==> src/inc/ebi_consts.svh <==
`ifndef EBI_CONSTS_SVH
`define EBI_CONSTS_SVH

`define EBI_AW             16
`define EBI_DW             16
`define EBI_INT_PROG_TOP   16'h0FFF
`define EBI_GLOBAL_WINDOW_SIZE_REG_W         8
`define EBI_GLOBAL_WINDOW_SIZE_REG_RST       8'h00
`define EBI_GLOBAL_WINDOW_SIZE_REG_ADDR      16'h0005
`define EBI_GLOBAL_MAX     16'h8000
`define EBI_SYNC_STAGES    3

`endif

==> src/inc/ebi_pkg.sv <==
package ebi_pkg;

    typedef enum logic [1:0] {
        EBI_SP_DATA,
        EBI_SP_PROG,
        EBI_SP_IO
    } ebi_space_t;

    typedef enum logic [2:0] {
        EBI_IDLE,
        EBI_ADDR,
        EBI_TRANSFER_STROBE_N,
        EBI_HOLD
    } ebi_state_t;

endpackage : ebi_pkg

==> src/rtl/ebi_sync.sv <==
`timescale 1ns/1ps
`include "ebi_consts.svh"

module ebi_sync
    import ebi_pkg::*;
(
    // clock and reset
    input  wire logic mclk_i,
    input  wire logic resetn_i,
    // pin in, filtered level out
    input  wire logic pin_i,
    output logic      level_o
);

    typedef struct packed {
        logic [2:0] sh;
        logic       lvl;
    } ebi_sync_st_t;

    ebi_sync_st_t st_ff;
    ebi_sync_st_t nxt_st;

    // level changes only when stages two and three agree
    always_comb begin
        nxt_st    = st_ff;
        nxt_st.sh = {st_ff.sh[1:0], pin_i};
        if (st_ff.sh[1] == st_ff.sh[2]) begin
            nxt_st.lvl = st_ff.sh[2];
        end
    end

    always_ff @(posedge mclk_i or negedge resetn_i) begin
        if (!resetn_i) begin
            st_ff <= '{sh: 3'h7, lvl: 1'b1};
        end else begin
            st_ff <= nxt_st;
        end
    end

    assign level_o = st_ff.lvl;

endmodule : ebi_sync

==> src/rtl/ebi_core.sv <==
// How it works
// - 16-bit data lines and 16-bit address out
// - exactly one space select per external access
// - read/write direction and strobe timing outputs
// - internal program or ready memory: no waits
// - ready low stretches cycle, ready high ends
// - program and data share one bus
// - data space covers full 64K words
// - program above first 4K goes external
// - 8-bit global register sets global window
// - register value sets window size
// - operand in window asserts bus request
// - global cycle waits for ready from arbiter
// - hold floats address, data and controls
// - default mode suspends core during hold
// - concurrent mode runs internally, stalls on bus
`timescale 1ns/1ps
`include "ebi_consts.svh"

module ebi_core
    import ebi_pkg::*;
(
    // clock and reset
    input  wire logic                   mclk_i,
    input  wire logic                   resetn_i,
    // core request side
    input  wire logic                   req_i,
    input  wire logic                   req_we_i,
    input  wire logic [1:0]             req_space_i,
    input  wire logic [`EBI_AW-1:0]     req_addr_i,
    input  wire logic [`EBI_DW-1:0]     req_wdata_i,
    input  wire logic                   concurrent_mode_i,
    output logic                        done_o,
    output logic [`EBI_DW-1:0]          rdata_o,
    output logic                        core_stall_o,
    output logic [`EBI_GLOBAL_WINDOW_SIZE_REG_W-1:0]      global_window_size_reg_o,
    // external pins
    input  wire logic [`EBI_DW-1:0]     ext_data_lines_i,
    output logic [`EBI_DW-1:0]          ext_data_lines_o,
    output logic                        ext_data_lines_oe_o,
    output logic [`EBI_AW-1:0]          ext_address_lines_o,
    output logic                        ext_ctrl_oe_o,
    output logic                        data_space_select_n_o,
    output logic                        program_space_select_n_o,
    output logic                        io_space_select_n_o,
    output logic                        rd_wr_n_o,
    output logic                        transfer_strobe_n_o,
    input  wire logic                   ready_i,
    output logic                        shared_bus_request_n_o,
    input  wire logic                   hold_n_i,
    output logic                        bus_takeover_ack_n_o
);

    ////////////////////////////////////////////////////////////////////////////
    // input synchronisers

    logic ready_s;
    logic hold_n_s;

    ebi_sync u_sync_ready (
        .mclk_i    (mclk_i),
        .resetn_i  (resetn_i),
        .pin_i     (ready_i),
        .level_o   (ready_s)
    );

    ebi_sync u_sync_hold (
        .mclk_i    (mclk_i),
        .resetn_i  (resetn_i),
        .pin_i     (hold_n_i),
        .level_o   (hold_n_s)
    );

    ////////////////////////////////////////////////////////////////////////////
    // state

    typedef struct packed {
        ebi_state_t             fsm;
        logic [`EBI_AW-1:0]     addr;
        logic [`EBI_DW-1:0]     wdata;
        logic [`EBI_DW-1:0]     rdata;
        logic [`EBI_GLOBAL_WINDOW_SIZE_REG_W-1:0] global_window_size_reg;
        logic                   we;
        logic                   ds_n;
        logic                   ps_n;
        logic                   is_n;
        logic                   transfer_strobe_n_n;
        logic                   rw;
        logic                   doe;
        logic                   coe;
        logic                   br_n;
        logic                   ack_n;
        logic                   done;
        logic                   stall;
    } ebi_st_t;

    ebi_st_t st_ff;
    ebi_st_t nxt_st;

    logic                   internal_hit;
    logic                   global_window_size_reg_hit;
    logic                   in_window;
    logic [`EBI_AW:0]       win_span;

    // global window sits at top of data space, size from register
    always_comb begin
        win_span  = {1'b0, st_ff.global_window_size_reg, 8'h00};
        if (win_span > {1'b0, `EBI_GLOBAL_MAX}) begin
            win_span = {1'b0, `EBI_GLOBAL_MAX};
        end
        in_window = (req_space_i == 2'(EBI_SP_DATA)) && (win_span != 17'h00000)
                    && ({1'b0, req_addr_i} >= (17'h10000 - win_span));
    end

    assign internal_hit = (req_space_i == 2'(EBI_SP_PROG))
                          && (req_addr_i <= `EBI_INT_PROG_TOP);
    assign global_window_size_reg_hit     = (req_space_i == 2'(EBI_SP_DATA))
                          && (req_addr_i == `EBI_GLOBAL_WINDOW_SIZE_REG_ADDR);

    ////////////////////////////////////////////////////////////////////////////
    // bus cycle sequencer

    always_comb begin
        nxt_st       = st_ff;
        nxt_st.done  = 1'b0;
        nxt_st.stall = 1'b0;
        case (st_ff.fsm)
            EBI_IDLE: begin
                if (!hold_n_s) begin
                    nxt_st.fsm   = EBI_HOLD;
                    nxt_st.coe   = 1'b0;
                    nxt_st.doe   = 1'b0;
                    nxt_st.stall = !concurrent_mode_i || req_i;
                end else if (req_i && (internal_hit || global_window_size_reg_hit)) begin
                    nxt_st.done = 1'b1;
                    if (global_window_size_reg_hit && req_we_i) begin
                        nxt_st.global_window_size_reg = req_wdata_i[`EBI_GLOBAL_WINDOW_SIZE_REG_W-1:0];
                    end
                    nxt_st.rdata = global_window_size_reg_hit ? {8'h00, st_ff.global_window_size_reg} : 16'h0000;
                end else if (req_i) begin
                    nxt_st.fsm   = EBI_ADDR;
                    nxt_st.addr  = req_addr_i;
                    nxt_st.wdata = req_wdata_i;
                    nxt_st.we    = req_we_i;
                    nxt_st.rw    = !req_we_i;
                    nxt_st.doe   = req_we_i;
                    nxt_st.ds_n  = !(req_space_i == 2'(EBI_SP_DATA));
                    nxt_st.ps_n  = !(req_space_i == 2'(EBI_SP_PROG));
                    nxt_st.is_n  = !(req_space_i == 2'(EBI_SP_IO));
                    nxt_st.br_n  = !in_window;
                    nxt_st.stall = 1'b1;
                end
            end
            EBI_ADDR: begin
                nxt_st.fsm    = EBI_TRANSFER_STROBE_N;
                nxt_st.transfer_strobe_n_n = 1'b0;
                nxt_st.stall  = 1'b1;
            end
            EBI_TRANSFER_STROBE_N: begin
                if (ready_s) begin
                    nxt_st.fsm    = EBI_IDLE;
                    nxt_st.transfer_strobe_n_n = 1'b1;
                    nxt_st.ds_n   = 1'b1;
                    nxt_st.ps_n   = 1'b1;
                    nxt_st.is_n   = 1'b1;
                    nxt_st.br_n   = 1'b1;
                    nxt_st.rw     = 1'b1;
                    nxt_st.doe    = 1'b0;
                    nxt_st.done   = 1'b1;
                    nxt_st.rdata  = st_ff.we ? 16'h0000 : ext_data_lines_i;
                end else begin
                    nxt_st.stall = 1'b1;
                end
            end
            EBI_HOLD: begin
                nxt_st.ack_n = 1'b0;
                nxt_st.stall = !concurrent_mode_i || req_i;
                if (req_i && internal_hit && concurrent_mode_i) begin
                    nxt_st.done  = 1'b1;
                    nxt_st.stall = 1'b0;
                end
                if (hold_n_s && !st_ff.ack_n) begin
                    nxt_st.fsm   = EBI_IDLE;
                    nxt_st.ack_n = 1'b1;
                    nxt_st.coe   = 1'b1;
                end
            end
            default: begin
                nxt_st.fsm = EBI_IDLE;
            end
        endcase
    end

    always_ff @(posedge mclk_i or negedge resetn_i) begin
        if (!resetn_i) begin
            st_ff <= '{fsm: EBI_IDLE, addr: 16'h0000, wdata: 16'h0000,
                       rdata: 16'h0000, global_window_size_reg: `EBI_GLOBAL_WINDOW_SIZE_REG_RST, we: 1'b0,
                       ds_n: 1'b1, ps_n: 1'b1, is_n: 1'b1, transfer_strobe_n_n: 1'b1,
                       rw: 1'b1, doe: 1'b0, coe: 1'b1, br_n: 1'b1,
                       ack_n: 1'b1, done: 1'b0, stall: 1'b0};
        end else begin
            st_ff <= nxt_st;
        end
    end

    ////////////////////////////////////////////////////////////////////////////
    // outputs

    assign done_o                   = st_ff.done;
    assign rdata_o                  = st_ff.rdata;
    assign core_stall_o             = st_ff.stall;
    assign global_window_size_reg_o = st_ff.global_window_size_reg;
    assign ext_data_lines_o         = st_ff.wdata;
    assign ext_data_lines_oe_o      = st_ff.doe;
    assign ext_address_lines_o      = st_ff.addr;
    assign ext_ctrl_oe_o            = st_ff.coe;
    assign data_space_select_n_o    = st_ff.ds_n;
    assign program_space_select_n_o = st_ff.ps_n;
    assign io_space_select_n_o      = st_ff.is_n;
    assign rd_wr_n_o                = st_ff.rw;
    assign transfer_strobe_n_o      = st_ff.transfer_strobe_n_n;
    assign shared_bus_request_n_o   = st_ff.br_n;
    assign bus_takeover_ack_n_o     = st_ff.ack_n;

    ////////////////////////////////////////////////////////////////////////////
    // checks

    property p_one_space;
        @(posedge mclk_i) disable iff (!resetn_i)
        !st_ff.transfer_strobe_n_n |-> $onehot({!st_ff.ds_n, !st_ff.ps_n, !st_ff.is_n});
    endproperty
    a_one_space: assert property (p_one_space) else $error("space select not one-hot");

    property p_wait;
        @(posedge mclk_i) disable iff (!resetn_i)
        (st_ff.fsm == EBI_TRANSFER_STROBE_N && !ready_s) |=> !st_ff.transfer_strobe_n_n;
    endproperty
    a_wait: assert property (p_wait) else $error("strobe ended without ready");

    property p_finish;
        @(posedge mclk_i) disable iff (!resetn_i)
        (st_ff.fsm == EBI_TRANSFER_STROBE_N && ready_s) |=> (st_ff.transfer_strobe_n_n && st_ff.done);
    endproperty
    a_finish: assert property (p_finish) else $error("cycle did not end on ready");

    property p_float;
        @(posedge mclk_i) disable iff (!resetn_i)
        !st_ff.ack_n |-> (!st_ff.coe && !st_ff.doe);
    endproperty
    a_float: assert property (p_float) else $error("ack while driving bus");

    property p_ack_rise;
        @(posedge mclk_i) disable iff (!resetn_i)
        $fell(st_ff.ack_n) |-> $past(st_ff.fsm) == EBI_HOLD;
    endproperty
    a_ack_rise: assert property (p_ack_rise) else $error("ack outside hold");

    property p_no_new;
        @(posedge mclk_i) disable iff (!resetn_i)
        (st_ff.fsm == EBI_IDLE && !hold_n_s) |=> st_ff.fsm == EBI_HOLD;
    endproperty
    a_no_new: assert property (p_no_new) else $error("access started in hold");

    property p_internal;
        @(posedge mclk_i) disable iff (!resetn_i)
        (st_ff.fsm == EBI_IDLE && hold_n_s && req_i && internal_hit) |=> st_ff.done;
    endproperty
    a_internal: assert property (p_internal) else $error("internal access waited");

    property p_suspend;
        @(posedge mclk_i) disable iff (!resetn_i)
        (st_ff.fsm == EBI_HOLD && !concurrent_mode_i && hold_n_s == 1'b0) |=> st_ff.stall;
    endproperty
    a_suspend: assert property (p_suspend) else $error("core ran in suspended hold");

    property p_br;
        @(posedge mclk_i) disable iff (!resetn_i)
        (st_ff.fsm == EBI_IDLE && hold_n_s && req_i && !internal_hit && !global_window_size_reg_hit
         && in_window) |=> !st_ff.br_n;
    endproperty
    a_br: assert property (p_br) else $error("bus request missing");

    c_read:   cover property (@(posedge mclk_i) $rose(st_ff.done) && st_ff.rw);
    c_wait:   cover property (@(posedge mclk_i) !st_ff.transfer_strobe_n_n [*3]);
    c_hold:   cover property (@(posedge mclk_i) $fell(st_ff.ack_n));
    c_global: cover property (@(posedge mclk_i) $fell(st_ff.br_n));

endmodule : ebi_core

==> config.mk <==
export PLATFORM = sky130hd
export DESIGN_NAME = ebi_core
export DESIGN_NICKNAME = d
export VERILOG_FILES = /design/src/inc/ebi_pkg.sv /design/src/rtl/ebi_sync.sv /design/src/rtl/ebi_core.sv
export VERILOG_INCLUDE_DIRS = /design/src /design/src/inc
export SDC_FILE = /design/constraint.sdc
export NUM_CORES = 1
export LEC_CHECK = 0
export BUFFER_PORTS_ARGS = -buffer_cell sky130_fd_sc_hd__buf_4
export CAP_MARGIN = 30
export CORE_MARGIN = 3
export CORE_UTILIZATION = 40
export CTS_CLUSTER_SIZE = 25
export DETAILED_ROUTE_END_ITERATION = 6
export HOLD_SLACK_MARGIN = 0.08
export SETUP_SLACK_MARGIN = 0.1
export SYNTH_ARGS = -nofsm -noshare
export SYNTH_HDL_FRONTEND = slang
export SYNTH_SLANG_ARGS = --single-unit
==> constraint.sdc <==
create_clock -name mclk_i -period 3 [get_ports mclk_i]
set_input_delay 0.15 -clock mclk_i [delete_from_list [all_inputs] [get_ports mclk_i]]
set_output_delay 0.15 -clock mclk_i [all_outputs]
set_load 0.03 [all_outputs]
==> results list, run 1 <==
- Required time of the worst setup path: 3.28 ns
* Share of synthesized flip-flops with an asynchronous set or reset: 100.0%
- Post-route antenna net violation count: 0
- Once routing completed, OpenROAD measured the worst setup slack at 0.2805 ns.
* Simple logic cell fraction of the synthesized area: 11.24%
- After synthesis the cells add up to 0.004084 sq mm.
- For this design the static power due to leakage is 2.520 nW.
* Net count of the mapped netlist: 415
- DPL Wire Length: 6.503 mm
- The critical path in this run is classified as reg -> reg.
- In this run the deepest clock path goes through 2 buffers.
- Prior to clock tree synthesis, the placed netlist has a worst setup slack of 0.1431 ns.
- The first detailed-routing pass took 4 iterations.
- Row generation in the floorplan step produced 36 rows.
- The H-tree was split into 3 levels.
- On the final layout, the worst clock skew is 0.008651 ns.
* Worst min-delay path class: in -> reg
- Maximum number of pins on one net before global-route repair: 41
* Later-pin clock latency in the skew report: 0.35 ns
- Endpoint class of the critical path: flip-flop
- Achievable frequency: 367.7 MHz
- The synthesized design contains 78 register bits.
- By area, the combinational part of the netlist is dominated by buffers and inverters.
* Final Cycle Share: 90.65%
- Total setup violations reported at the end of the flow: 0
- The total overflow left after global routing is 0.
- Wire length of the first global-routing pass: 15.00 mm
* Fraction of layout cells with a size suffix above 1: 44.02%
- Outcome: complete, no violations
* Die width: 107.0 um
* Power density over cell area: 922.3 mW/mm^2
* CTS tree: done
- The region available for standard cell placement spans 0.009864 sq mm.
* Starting utilization of the core area: 41.40%
* Post-layout nets: 529
- Number of global-route vias before repair: 2982
- Die Y-Extent: 107.0 um
- Area of the die: 0.01146 sq mm
* Total negative slack: 0 ns
- Fraction of the yosys area taken by sequential cells: 48.28%
- Portion of netlist area occupied by mux cells: 13.33%
- The tree is rooted in a sky130_fd_sc_hd__clkbuf_8.
* Post-synthesis adder-cell area fraction: 3.248%
* Compound-Gate Fraction of Synth Area: 10.05%
* Cells after synthesis: 349
- The detailed router finished its first iteration with 141 violations.
- Setup repair after global routing left no endpoint under its margin.
- In the layout the commonest cells are 128 x sky130_fd_sc_hd__buf_4, 61 x sky130_fd_sc_hd__dfrtp_1, 41 x sky130_fd_sc_hd__dlygate4sd3_1, 22 x sky130_fd_sc_hd__mux2_4, 20 x sky130_fd_sc_hd__nor2_1.
- For this run, the total global-route usage over all layers was measured as 16.72%.
* Max Cap Viol: 0
* Minimum clock period after layout: 2.720 ns
* Area Growth Syn to Fin: 31.40%
* Clk sinks: 78
- Xor/xnor cell area share of the yosys netlist: 0.4289%
- Headroom to the max-slew limit came out at 58.05%.
- The worst-case IR drop observed on VDD is 0.0005774 V.
- GP Congestion: 0.7377
- Antenna violations before repair: 0
* Unique cell type count in the Yosys netlist: 55
* Most common cell after layout, fill and taps aside: sky130_fd_sc_hd__buf_4
- Count of warnings emitted by yosys: 0
* Layout Utilization: 54.40%
- In the routed design, unresolved DRC markers number 0.
- Max Transition Viols Final: 0
- Buffers inserted during clock tree synthesis total 9.
- Clk slew on worst S/H paths: 0.08 ns
* Top FF cell, synth: sky130_fd_sc_hd__dfrtp_1
- Total Routed Length: 9.092 mm
- Arrival time at the worst endpoint: 3.00 ns
- During placement, the flow inserted port buffers numbering 123.
- Kind of start point of the critical path: flip-flop
- Counting flops with a built-in enable in the synthesized netlist gives 0.
* Total number of vias: 2869
- The number of setup buffers added after CTS is 0.
- Mean cell area of the mapped netlist: 11.70 sq um
- Count of boundary I/O pins: 124
- Antenna cell count: 0
* Transition time of the tightest slew-check pin: 0.6293 ns
- Number of failing hold endpoints at the final stage: 0
- Dividing the detail-routed via count by the number of cells gives 4.774.
* Per-cell routed wire length: 15.13 um
- Peak fanout along the critical path: 6
==> per-layer routing <==
metal	track usage (%)	vias up	routed length, um
met5	0	-	0
met4	6.484	0	175
met3	3.432	15	477
met2	26.99	87	4387
met1	22.05	1373	4052
li1	-	1394	-
==> logic make-up (layout without fill, tap and decap cells) <==
kind of cell	Yosys count	after routing
compound gates	58	58
xor+xnor	2	2
fa+ha+maj	11	11
buf+inv	82	201
flops	78	78
mux	41	41
simple gates	77	77
==> layout make-up <==
cell class	count	area [sq um]
inverter	15	56.30
multi-input combinational	189	1574
fill	839	4498
sequential	78	1973
clock inverter	5	73.82
timing repair buffer	170	1391
tap	133	166.4
clock buffer	11	131.4
==> worst max-delay path: stages (launching register included) <==
cell	delay (ns)
sky130_fd_sc_hd__dfrtp_2	0.45
sky130_fd_sc_hd__or4_4	0.51
sky130_fd_sc_hd__o21ai_0	0.15
sky130_fd_sc_hd__or3b_2	0.46
sky130_fd_sc_hd__ha_1	0.31
sky130_fd_sc_hd__nand2_1	0.06
sky130_fd_sc_hd__nor4_2	0.13
sky130_fd_sc_hd__a311oi_1	0.12
sky130_fd_sc_hd__o21ai_0	0.10
sky130_fd_sc_hd__a21oi_1	0.09
sky130_fd_sc_hd__o32a_1	0.28
==> Yosys cell counts (all sizes together) (6+ instances only) <==
cell type	count	area (sq um)
nand3	10	62.56
dfstp	16	420.4
o21ai	22	121.4
ha	9	112.6
dfrtp	62	1551
mux2	41	544.3
a21oi	13	83.83
a22oi	8	60.06
nor2	22	92.59
nand2	14	52.55
inv	15	56.30
nor3	6	35.03
buf	63	476.7
==> where the power goes <==
part | switching [mW] | internal [mW]
clock | 0.362 | 0.464
sequential | 0.252 | 1.48
combinational | 1.37 | 1.02
total | 1.99 | 2.96
==> flip-flops by register name, indices dropped and copies added, names as in the netlist <==
signal	cells
ext_address_lines_o	16
ext_data_lines_o	16
rdata_o	16
global_window_size_reg_o	8
st_ff	3
u_sync_hold.nxt_st	2
u_sync_ready.nxt_st	2
bus_takeover_ack_n_o	1
core_stall_o	1
data_space_select_n_o	1
done_o	1
ext_ctrl_oe_o	1
ext_data_lines_oe_o	1
io_space_select_n_o	1
program_space_select_n_o	1
rd_wr_n_o	1
shared_bus_request_n_o	1
transfer_strobe_n_o	1
u_sync_hold.level_o	1
u_sync_hold.st_ff	1
u_sync_ready.level_o	1
u_sync_ready.st_ff	1
==> through the flow <==
stage / total power [mW] / cell area (sq um) / hold slack, ns / cells
2_1_floorplan: 3.687 / 4084 / -0.1456 / 349
3_3_place_gp: 4.073 / 4720 / 0.2605 / 543
3_5_place_dp: 4.109 / 4740 / 0.1616 / 544
4_1_cts: 5.003 / 5355 / 0.08381 / 601
5_1_grt: 5.233 / 5366 / 0.09647 / 601
6_report: 4.949 / 5366 / 0.09902 / 601
==> final timing paths <==
kind / start / to / slack, ns / cells after the start
min: req_addr_i[15] / ext_address_lines_o[15] / 0.1 / 2
max: global_window_size_reg_o[1] / shared_bus_request_n_o / 0.28 / 10
max in group asynchronous: resetn_i / transfer_strobe_n_o / 2.05 / 3
min reg2reg: u_sync_ready.nxt_st[2] / u_sync_ready.nxt_st[3] / 0.36 / 0
max reg2reg: global_window_size_reg_o[1] / shared_bus_request_n_o / 0.28 / 10
min in group asynchronous: resetn_i / ext_data_lines_oe_o / 0.33 / 2
==> what timing repair did <==
action,in CTS,in global routing
resized for setup,0,3
endpoints found under the setup margin,0,1
hold endpoints to repair,74,0
hold buffers,41,0
No activity file was read; power rests on OpenSTA's default activity.
==> run 2: changes to the inputs <==
Settings changed: BUFFER_PORTS_ARGS -buffer_cell sky130_fd_sc_hd__buf_4 to -buffer_cell sky130_fd_sc_hd__buf_2.
==> results list, run 2 (synthesis gave the netlist of run 1 again) <==
- Outcome: complete, no violations (unchanged).
- Total clock buffers created by CTS: 9 (unchanged)
- Total Routed Length: 8.883 mm (was 9.092 mm)
- The number of H-tree levels is 3 (unchanged).
* Fraction of layout cells with a size suffix above 1: 44.42% (was 44.02%)
- The static leakage is 2.434 nW (was 2.520 nW).
- Combined area of the multi-input logic cells: 0.001568 sq mm (was 0.001574 sq mm)
* Die width: 107.0 um (unchanged)
- Total negative slack: 0 ns (unchanged)
- Wire length of the first global-routing pass: 14.72 mm (was 15.00 mm)
- Headroom to the max-slew limit: 59.46% (was 58.05%)
* Type of the worst setup path: reg -> reg (unchanged)
* Post-route antenna net violation count: 0 (unchanged)
* Clk buf depth: 2 (unchanged)
- Detailed-routing iteration count for the pre-antenna-repair pass: 6 (was 4)
* GP Congestion: 0.7528 (was 0.7377)
* Worst min-delay path class: in -> reg (unchanged)
- Max Transition Viols Final: 0 (unchanged)
- Total core area: 0.009864 sq mm (unchanged)
- Kind of start point of the critical path: flip-flop (unchanged)
- The sum of overflow across all layers after global routing was 0 (unchanged).
- Cell at the root of the clock tree: sky130_fd_sc_hd__clkbuf_8 (unchanged)
- FP Rows: 36 (unchanged)
- The initial detailed-routing violation count came to 139 (was 141).
* Placed cell areas: 0.004442 sq mm (was 0.004740 sq mm)
- Minimum clock period after layout: 2.721 ns (was 2.720 ns)
- Commonest non-fill, non-tap cells in the layout: 122 x sky130_fd_sc_hd__buf_2, 61 x sky130_fd_sc_hd__dfrtp_1, 38 x sky130_fd_sc_hd__dlygate4sd3_1, 22 x sky130_fd_sc_hd__mux2_4, 20 x sky130_fd_sc_hd__nor2_1 (was 128 x sky130_fd_sc_hd__buf_4, 61 x sky130_fd_sc_hd__dfrtp_1, 41 x sky130_fd_sc_hd__dlygate4sd3_1, 22 x sky130_fd_sc_hd__mux2_4, 20 x sky130_fd_sc_hd__nor2_1).
- Area of the die: 0.01146 sq mm (unchanged)
- The number of fill cells came to 887 (was 839).
- CTS tree: done (unchanged)
- Worst-case vdd ir drop: 0.0004413 V (was 0.0005774 V)
- The final hold violation count is 0 (unchanged).
* Arrival time at the worst endpoint: 3.00 ns (about the same)
- Die Y-Extent: 107.0 um (unchanged)
- The initial core utilization was 41.40% (unchanged).
- The post-route standard cell area excluding fillers is 0.005075 sq mm (was 0.005366 sq mm).
- DPL Wire Length: 6.308 mm (was 6.503 mm)
* Later-pin clock latency in the skew report: 0.35 ns (about the same)
- The maximum number of pins on one net before global-route repair is 69 (was 41).
- Ratio of routed vias to standard cells: 4.753 (was 4.774)
- Final setup skew: 0.008455 ns (was 0.008651 ns)
* Required time of the worst setup path: 3.28 ns (about the same)
* Most common cell after layout, fill and taps aside: sky130_fd_sc_hd__buf_2 (was sky130_fd_sc_hd__buf_4)
- The power density over cell area is 945.8 mW/mm^2 (was 922.3 mW/mm^2).
* Max Cap Viol: 0 (unchanged)
- Antenna violations before repair: 0 (unchanged)
- Number of global-route vias before repair: 2923 (was 2982)
- Endpoint class of the critical path: flip-flop (unchanged)
- The global-route total usage across every layer came to 16.40% (was 16.72%).
* Total setup violations reported at the end of the flow: 0 (unchanged)
- The fraction of the cycle the final worst path needs came to 90.71% (was 90.65%).
- The net count of the finished layout came to 527 (was 529).
- Count of boundary I/O pins: 124 (unchanged)
- The slew at the pin with the worst max-slew slack is 0.6081 ns (was 0.6293 ns).
- Flip-flop and latch area: 0.001973 sq mm (unchanged)
* Setup repair after global routing missed its margin: false (unchanged)
* Clk sinks: 78 (unchanged)
* Total number of vias: 2852 (was 2869)
- The CTS clock-pin slew for the worst setup and hold paths came to 0.08 ns (about the same).
* Residual DRC count: 0 (unchanged)
- Achievable frequency: 367.5 MHz (was 367.7 MHz)
- The routed wire length per instance is 14.81 um (was 15.13 um).
- Area Growth Syn to Fin: 24.26% (was 31.40%)
* Number of port buffers: 123 (unchanged)
* Peak fanout along the critical path: 5 (was 6)
## run 2: cell count changes in the layout (fill, tap and decap cells not counted), moves of 2 or more
| cell | before | now |
|---|---|---|
| sky130_fd_sc_hd__dlygate4sd3_1 | 41 | 38 |
| sky130_fd_sc_hd__buf_2 | 0 | 122 |
| sky130_fd_sc_hd__clkinv_2 | 2 | 0 |
| sky130_fd_sc_hd__buf_4 | 128 | 7 |
## run 2: power by group
| part | switching (mW) | total (mW) | internal (mW) |
|---|---|---|---|
| registers | 0.230 | 1.71 | 1.48 |
| clock network | 0.385 | 0.936 | 0.552 |
| logic | 1.36 | 2.15 | 0.788 |
## run 2: routing by layer
metal / global-route usage [%] / vias up / share of wire (%) / wire length (um)
met2: 26.41 / 93 / 48 / 4289
li1: - / 1392 / - / -
met5: 0 / - / 0 / 0
met3: 4.094 / 12 / 5.8 / 515
met1: 21.06 / 1355 / 44 / 3951
met4: 6.667 / 0 / 1.4 / 126
## run 2: critical path, stage by stage, from the launching register on
cell	delay, ns
sky130_fd_sc_hd__dfrtp_2	0.44
sky130_fd_sc_hd__or4_4	0.51
sky130_fd_sc_hd__o21ai_1	0.12
sky130_fd_sc_hd__or3b_2	0.45
sky130_fd_sc_hd__ha_1	0.29
sky130_fd_sc_hd__nand2_1	0.06
sky130_fd_sc_hd__nor4_1	0.17
sky130_fd_sc_hd__a311oi_1	0.13
sky130_fd_sc_hd__o21ai_0	0.11
sky130_fd_sc_hd__a21oi_1	0.09
sky130_fd_sc_hd__o32a_1	0.28
## run 2: path summary, 6_finish.rpt
path,from,end,slack [ns],cells past startpoint
worst max-delay path,global_window_size_reg_o[1],shared_bus_request_n_o,0.28,10
worst min-delay path,req_addr_i[14],ext_address_lines_o[14],0.10,2
worst max register to register,global_window_size_reg_o[1],shared_bus_request_n_o,0.28,10
worst min register to register,u_sync_ready.nxt_st[2],u_sync_ready.nxt_st[3],0.36,0
max in group asynchronous,resetn_i,global_window_size_reg_o[1],2.23,3
min in group asynchronous,resetn_i,ext_address_lines_o[15],0.19,2
## run 2: layout make-up
class | count | share of cell area (%)
Sequential cell | 78 | 38.88
Multi-Input combinational cell | 189 | 30.89
Timing Repair Buffer | 168 | 21.10
Tap cell | 133 | 3.279
Clock buffer | 10 | 2.515
Clock inverter | 6 | 2.170
Inverter | 15 | 1.109
Antenna cell | 1 | 0.04931
## run 2: what timing repair did
item	CTS	global route
hold buffers	38	0
resized for setup	0	3
endpoints found under the setup margin	0	1
setup buffers	0	1
endpoints found under the hold margin	112	0
## run 2: stage by stage
stage | hold slack [ns] | cells | worst slack [ns] | utilization (%) | total power [mW]
after global routing | 0.08257 | 599 | 0.1146 | 51.42 | 5.108
after floorplan | -0.1456 | 349 | 0.3547 | - | 3.687
after detailed placement | 0.006050 | 544 | 0.2126 | 45.03 | 3.857
after CTS | 0.08090 | 598 | 0.1855 | 51.29 | 4.861
final | 0.1032 | 600 | 0.2787 | 51.45 | 4.800
after global placement | 0.2566 | 543 | 0.3043 | 44.75 | 3.821
==> run 3: changes to the inputs <==
Settings changed: ABC_AREA set to 1.
==> results list, run 3 <==
* Outcome: complete, no violations (unchanged)
- Total core area: 0.01037 sq mm (was 0.009864 sq mm)
* Maximum number of pins on one net before global-route repair: 79 (was 69)
* CP max stage delay: 0.39 ns (was 0.51 ns)
- The number of register bits inferred by synthesis is 78 (unchanged).
- The overall die height is 109.7 um (was 107.0 um).
- Top cells by count, synth: 145 x sky130_fd_sc_hd__nand2_1, 62 x sky130_fd_sc_hd__dfrtp_1, 58 x sky130_fd_sc_hd__buf_4 (was 62 x sky130_fd_sc_hd__dfrtp_1, 57 x sky130_fd_sc_hd__buf_4, 22 x sky130_fd_sc_hd__mux2_4)
- Area Growth Syn to Fin: 22.54% (was 24.26%)
- CTS tree: done (unchanged)
* Clk buf depth: 2 (unchanged)
- The proportion of netlist area held by the largest area contributor is 36.07% (was 37.99%).
- The placed wire-length estimate was 7.465 mm (was 6.308 mm).
* Cell at the root of the clock tree: sky130_fd_sc_hd__clkbuf_8 (unchanged)
* Die width: 109.7 um (was 107.0 um)
- Power density over cell area: 879.8 mW/mm^2 (was 945.8 mW/mm^2)
- Leak pwr: 2.731 nW (was 2.434 nW)
- The proportion of register bits with asynchronous set or reset after synthesis is 100.0% (unchanged).
* Minimum clock period after layout: 2.693 ns (was 2.721 ns)
- Detailed-routing iteration count for the pre-antenna-repair pass: 4 (was 6)
- Final setup skew: 0.005334 ns (was 0.008455 ns)
* Total setup violations reported at the end of the flow: 0 (unchanged)
- The slew at the pin with the worst max-slew slack came to 0.6193 ns (was 0.6081 ns).
- The total nets after synthesis is 584 (was 415).
- The sequential-to-total area share from yosys stat is 45.84% (was 48.28%).
- Count of warnings emitted by yosys: 0 (unchanged)
- The top cell family by delay on the critical path is simple AND/OR/NAND/NOR gates (unchanged).
* Total number of vias: 3600 (was 2852)
- Main area contributors after synthesis: sky130_fd_sc_hd__dfrtp_1 36%, sky130_fd_sc_hd__nand2_1 13%, sky130_fd_sc_hd__buf_4 10% (was sky130_fd_sc_hd__dfrtp_1 38%, sky130_fd_sc_hd__buf_4 10%, sky130_fd_sc_hd__dfstp_2 10%).
- The required time of the critical path came to 3.28 ns (about the same).
- Placed cell areas: 0.004582 sq mm (was 0.004442 sq mm)
* Residual DRC count: 0 (unchanged)
- The highest achievable clock rate was 371.3 MHz (was 367.5 MHz).
- Count of boundary I/O pins: 124 (unchanged)
- Mean cell area of the mapped netlist: 8.304 sq um (was 11.70 sq um)
- The wire length of the first global-routing pass is 16.63 mm (was 14.72 mm).
- Number of port buffers: 123 (unchanged)
- Worst min-delay path class: in -> reg (unchanged)
- The number of H-tree levels was 3 (unchanged).
* Ratio of routed vias to standard cells: 4.669 (was 4.753)
- The sum of negative setup slack was 0 ns (unchanged).
- Max Transition Viols Final: 0 (unchanged)
- Setup repair after global routing missed its margin: true (was false)
- The most repeated cell in the gate-level netlist after synthesis is sky130_fd_sc_hd__nand2_1 (was sky130_fd_sc_hd__dfrtp_1).
* Worst Setup Slack, final: 0.3067 ns (was 0.2787 ns)
- Flip-flop and latch area: 0.001972 sq mm (was 0.001973 sq mm)
- The worst hold-check slack is 0.1214 ns (was 0.1032 ns).
- Clk slew on worst S/H paths: 0.07 ns (was 0.08 ns)
* Fillers: 1064 (was 887)
- The kind of end point of the critical path is a flip-flop (unchanged).
- Combined global-route utilization of all metal layers: 17.78% (was 16.40%)
* Commonest non-fill, non-tap cells in the layout: 144 x sky130_fd_sc_hd__nand2_1, 122 x sky130_fd_sc_hd__buf_2, 62 x sky130_fd_sc_hd__dfrtp_1, 42 x sky130_fd_sc_hd__inv_1, 37 x sky130_fd_sc_hd__dlygate4sd3_1 (was 122 x sky130_fd_sc_hd__buf_2, 61 x sky130_fd_sc_hd__dfrtp_1, 38 x sky130_fd_sc_hd__dlygate4sd3_1, 22 x sky130_fd_sc_hd__mux2_4, 20 x sky130_fd_sc_hd__nor2_1)
- Unique cell type count in the Yosys netlist: 37 (was 55)
* Final Cycle Share: 89.78% (was 90.71%)
* Cell area after technology mapping: 0.004302 sq mm (was 0.004084 sq mm)
- The initial core utilization is 41.48% (was 41.40%).
* Post-route antenna net violation count: 0 (unchanged)
* Arrival time at the worst endpoint: 2.97 ns (was 3.00 ns)
- The number of synthesized flops with an enable pin was 0 (unchanged).
- The type of the setup path with the least slack is reg -> reg (unchanged).
- Post-layout nets: 696 (was 527)
- GP Congestion: 0.9126 (was 0.7528)
* Cell with the largest stage delay on the worst path: sky130_fd_sc_hd__dfrtp_1 (was sky130_fd_sc_hd__or4_4)
* Total Routed Length: 10.47 mm (was 8.883 mm)
* Area of the die: 0.01203 sq mm (was 0.01146 sq mm)
* Clk sinks: 78 (unchanged)
- The post-route standard cell area excluding fillers came to 0.005271 sq mm (was 0.005075 sq mm).
* Max Cap Viol: 0 (unchanged)
- The sum of buffers and inverters on the critical path was 5 (was 0).
* Fraction of layout cells with a size suffix above 1: 31.81% (was 44.42%)
* Number of failing hold endpoints at the final stage: 0 (unchanged)
- Antenna violations before repair: 0 (unchanged)
* Post-synth top area cell: sky130_fd_sc_hd__dfrtp_1 (unchanged)
* Cell with the most instances on the worst path: sky130_fd_sc_hd__nand2_1
* Minimum setup slack after placement: 0.02750 ns (was 0.2126 ns)
- Kind of start point of the critical path: flip-flop (unchanged)
- The worst relative slew slack is 58.67% (was 59.46%).
- Total clock buffers created by CTS: 9 (unchanged)
- List of cells traversed by the critical path: inv_2 > nand3_4 > nor2_4 > inv_2 > o21ai_2 > inv_1 > nor2_2 > inv_1 > ha_2 > nand2_1 > nor2_1 > o21ai_1 > xor2_1 > ha_1 > nand2_2 > inv_2 > nand3_2 > nor3_2 > nand4_1 > nand3_1 > nand2_1 > nand2_1 > nand2_1 (was or4_4 > o21ai_1 > or3b_2 > ha_1 > nand2_1 > nor4_1 > a311oi_1 > o21ai_0 > a21oi_1 > o32a_1).
* Cells after synthesis: 518 (was 349)
- The leading cell type in the layout, fill and taps excluded was sky130_fd_sc_hd__nand2_1 (was sky130_fd_sc_hd__buf_2).
- Iteration-0 DRC count of the detailed router: 136 (was 139)
- Per-cell routed wire length: 13.58 um (was 14.81 um)
- Peak fanout along the critical path: 3 (was 5)
- The total inserted antenna cells came to 0 (was 1).
* Combined area of the multi-input logic cells: 0.001659 sq mm (was 0.001568 sq mm)
- The prevailing post-synth register cell is sky130_fd_sc_hd__dfrtp_1 (unchanged).
* FP Rows: 37 (was 36)
- The number of global-route vias before repair is 3601 (was 2923).
- Later-pin clock latency in the skew report: 0.34 ns (was 0.35 ns)
- The sum of overflow across all layers after global routing came to 0 (unchanged).
- Worst-case vdd ir drop: 0.0004173 V (was 0.0004413 V)
## run 3: cell count changes after synthesis, moves of 7 or more
cell,before,now
sky130_fd_sc_hd__inv_1,14,47
sky130_fd_sc_hd__o21ai_2,0,8
sky130_fd_sc_hd__nor2_1,20,33
sky130_fd_sc_hd__nand3_1,9,29
sky130_fd_sc_hd__o21a_1,2,16
sky130_fd_sc_hd__o21ai_1,9,18
sky130_fd_sc_hd__mux2_4,22,0
sky130_fd_sc_hd__nand2_1,14,145
sky130_fd_sc_hd__mux2_1,14,0
sky130_fd_sc_hd__a22oi_1,8,1
sky130_fd_sc_hd__buf_2,3,10
## run 3: cell type report
| cell class | count | area share [%] |
|---|---|---|
| Tap cell | 136 | 3.228 |
| Multi-Input combinational cell | 317 | 31.47 |
| Timing Repair Buffer | 173 | 20.84 |
| Inverter | 51 | 3.632 |
| Clock buffer | 16 | 3.418 |
| Sequential cell | 78 | 37.41 |
## run 3: path summary, 6_finish.rpt
kind                       cells after the start                   startpoint  slack (ns)                     end
max in group asynchronous                      3                     resetn_i        2.05  shared_bus_request_n_o
min in group asynchronous                      2                     resetn_i        0.30              rdata_o[8]
min reg2reg                                    0       u_sync_ready.nxt_st[2]        0.36  u_sync_ready.nxt_st[3]
min                                            4               req_space_i[1]        0.12     io_space_select_n_o
max                                           23  global_window_size_reg_o[0]        0.31  shared_bus_request_n_o
max reg2reg                                   23  global_window_size_reg_o[0]        0.31  shared_bus_request_n_o
## run 3: tightest hold or removal path, stage by stage
cell and delay, ns:
sky130_fd_sc_hd__buf_2 0.10, sky130_fd_sc_hd__nand2_1 0.05, sky130_fd_sc_hd__nor2_1 0.08, sky130_fd_sc_hd__o21ai_0 0.08
## run 3: metal layers
metal	vias up	global-route usage, %	share of wire [%]
li1	1819	-	-
met1	1646	21.64	44
met2	106	29.47	47
met3	29	3.288	5.4
met4	0	10.24	3.2
met5	-	0	0
## run 3: kinds of logic after synthesis
logic type | synth area share (%)
flip-flops | 45.84
AND/OR/NAND/NOR | 23.47
buffers and inverters | 16.61
adder cells (fa/ha/maj) | 3.083
XOR/XNOR | 0.6109
AO/OA/AOI/OAI | 10.38
## run 3: metrics by stage
stage	util (%)	power [mW]	std cells
2_1_floorplan	-	3.749	518
3_3_place_gp	44.18	3.863	707
3_5_place_dp	44.18	3.908	707
4_1_cts	49.55	4.695	760
5_1_grt	50.83	4.985	771
6_report	50.83	4.638	771
## run 3: where the power goes
part | internal (mW) | switching (mW)
Sequential | 1.50 | 0.218
Combinational | 0.646 | 1.55
Clock | 0.371 | 0.356
Total | 2.51 | 2.12
## run 3: repair_timing
| item | CTS | global route |
|---|---|---|
| resized for setup | 4 | 14 |
| pin swaps | 1 | 10 |
| hold buffers | 37 | 0 |
| setup endpoints to repair | 1 | 1 |
| endpoints found under the hold margin | 100 | 0 |
| setup buffers | 0 | 10 |
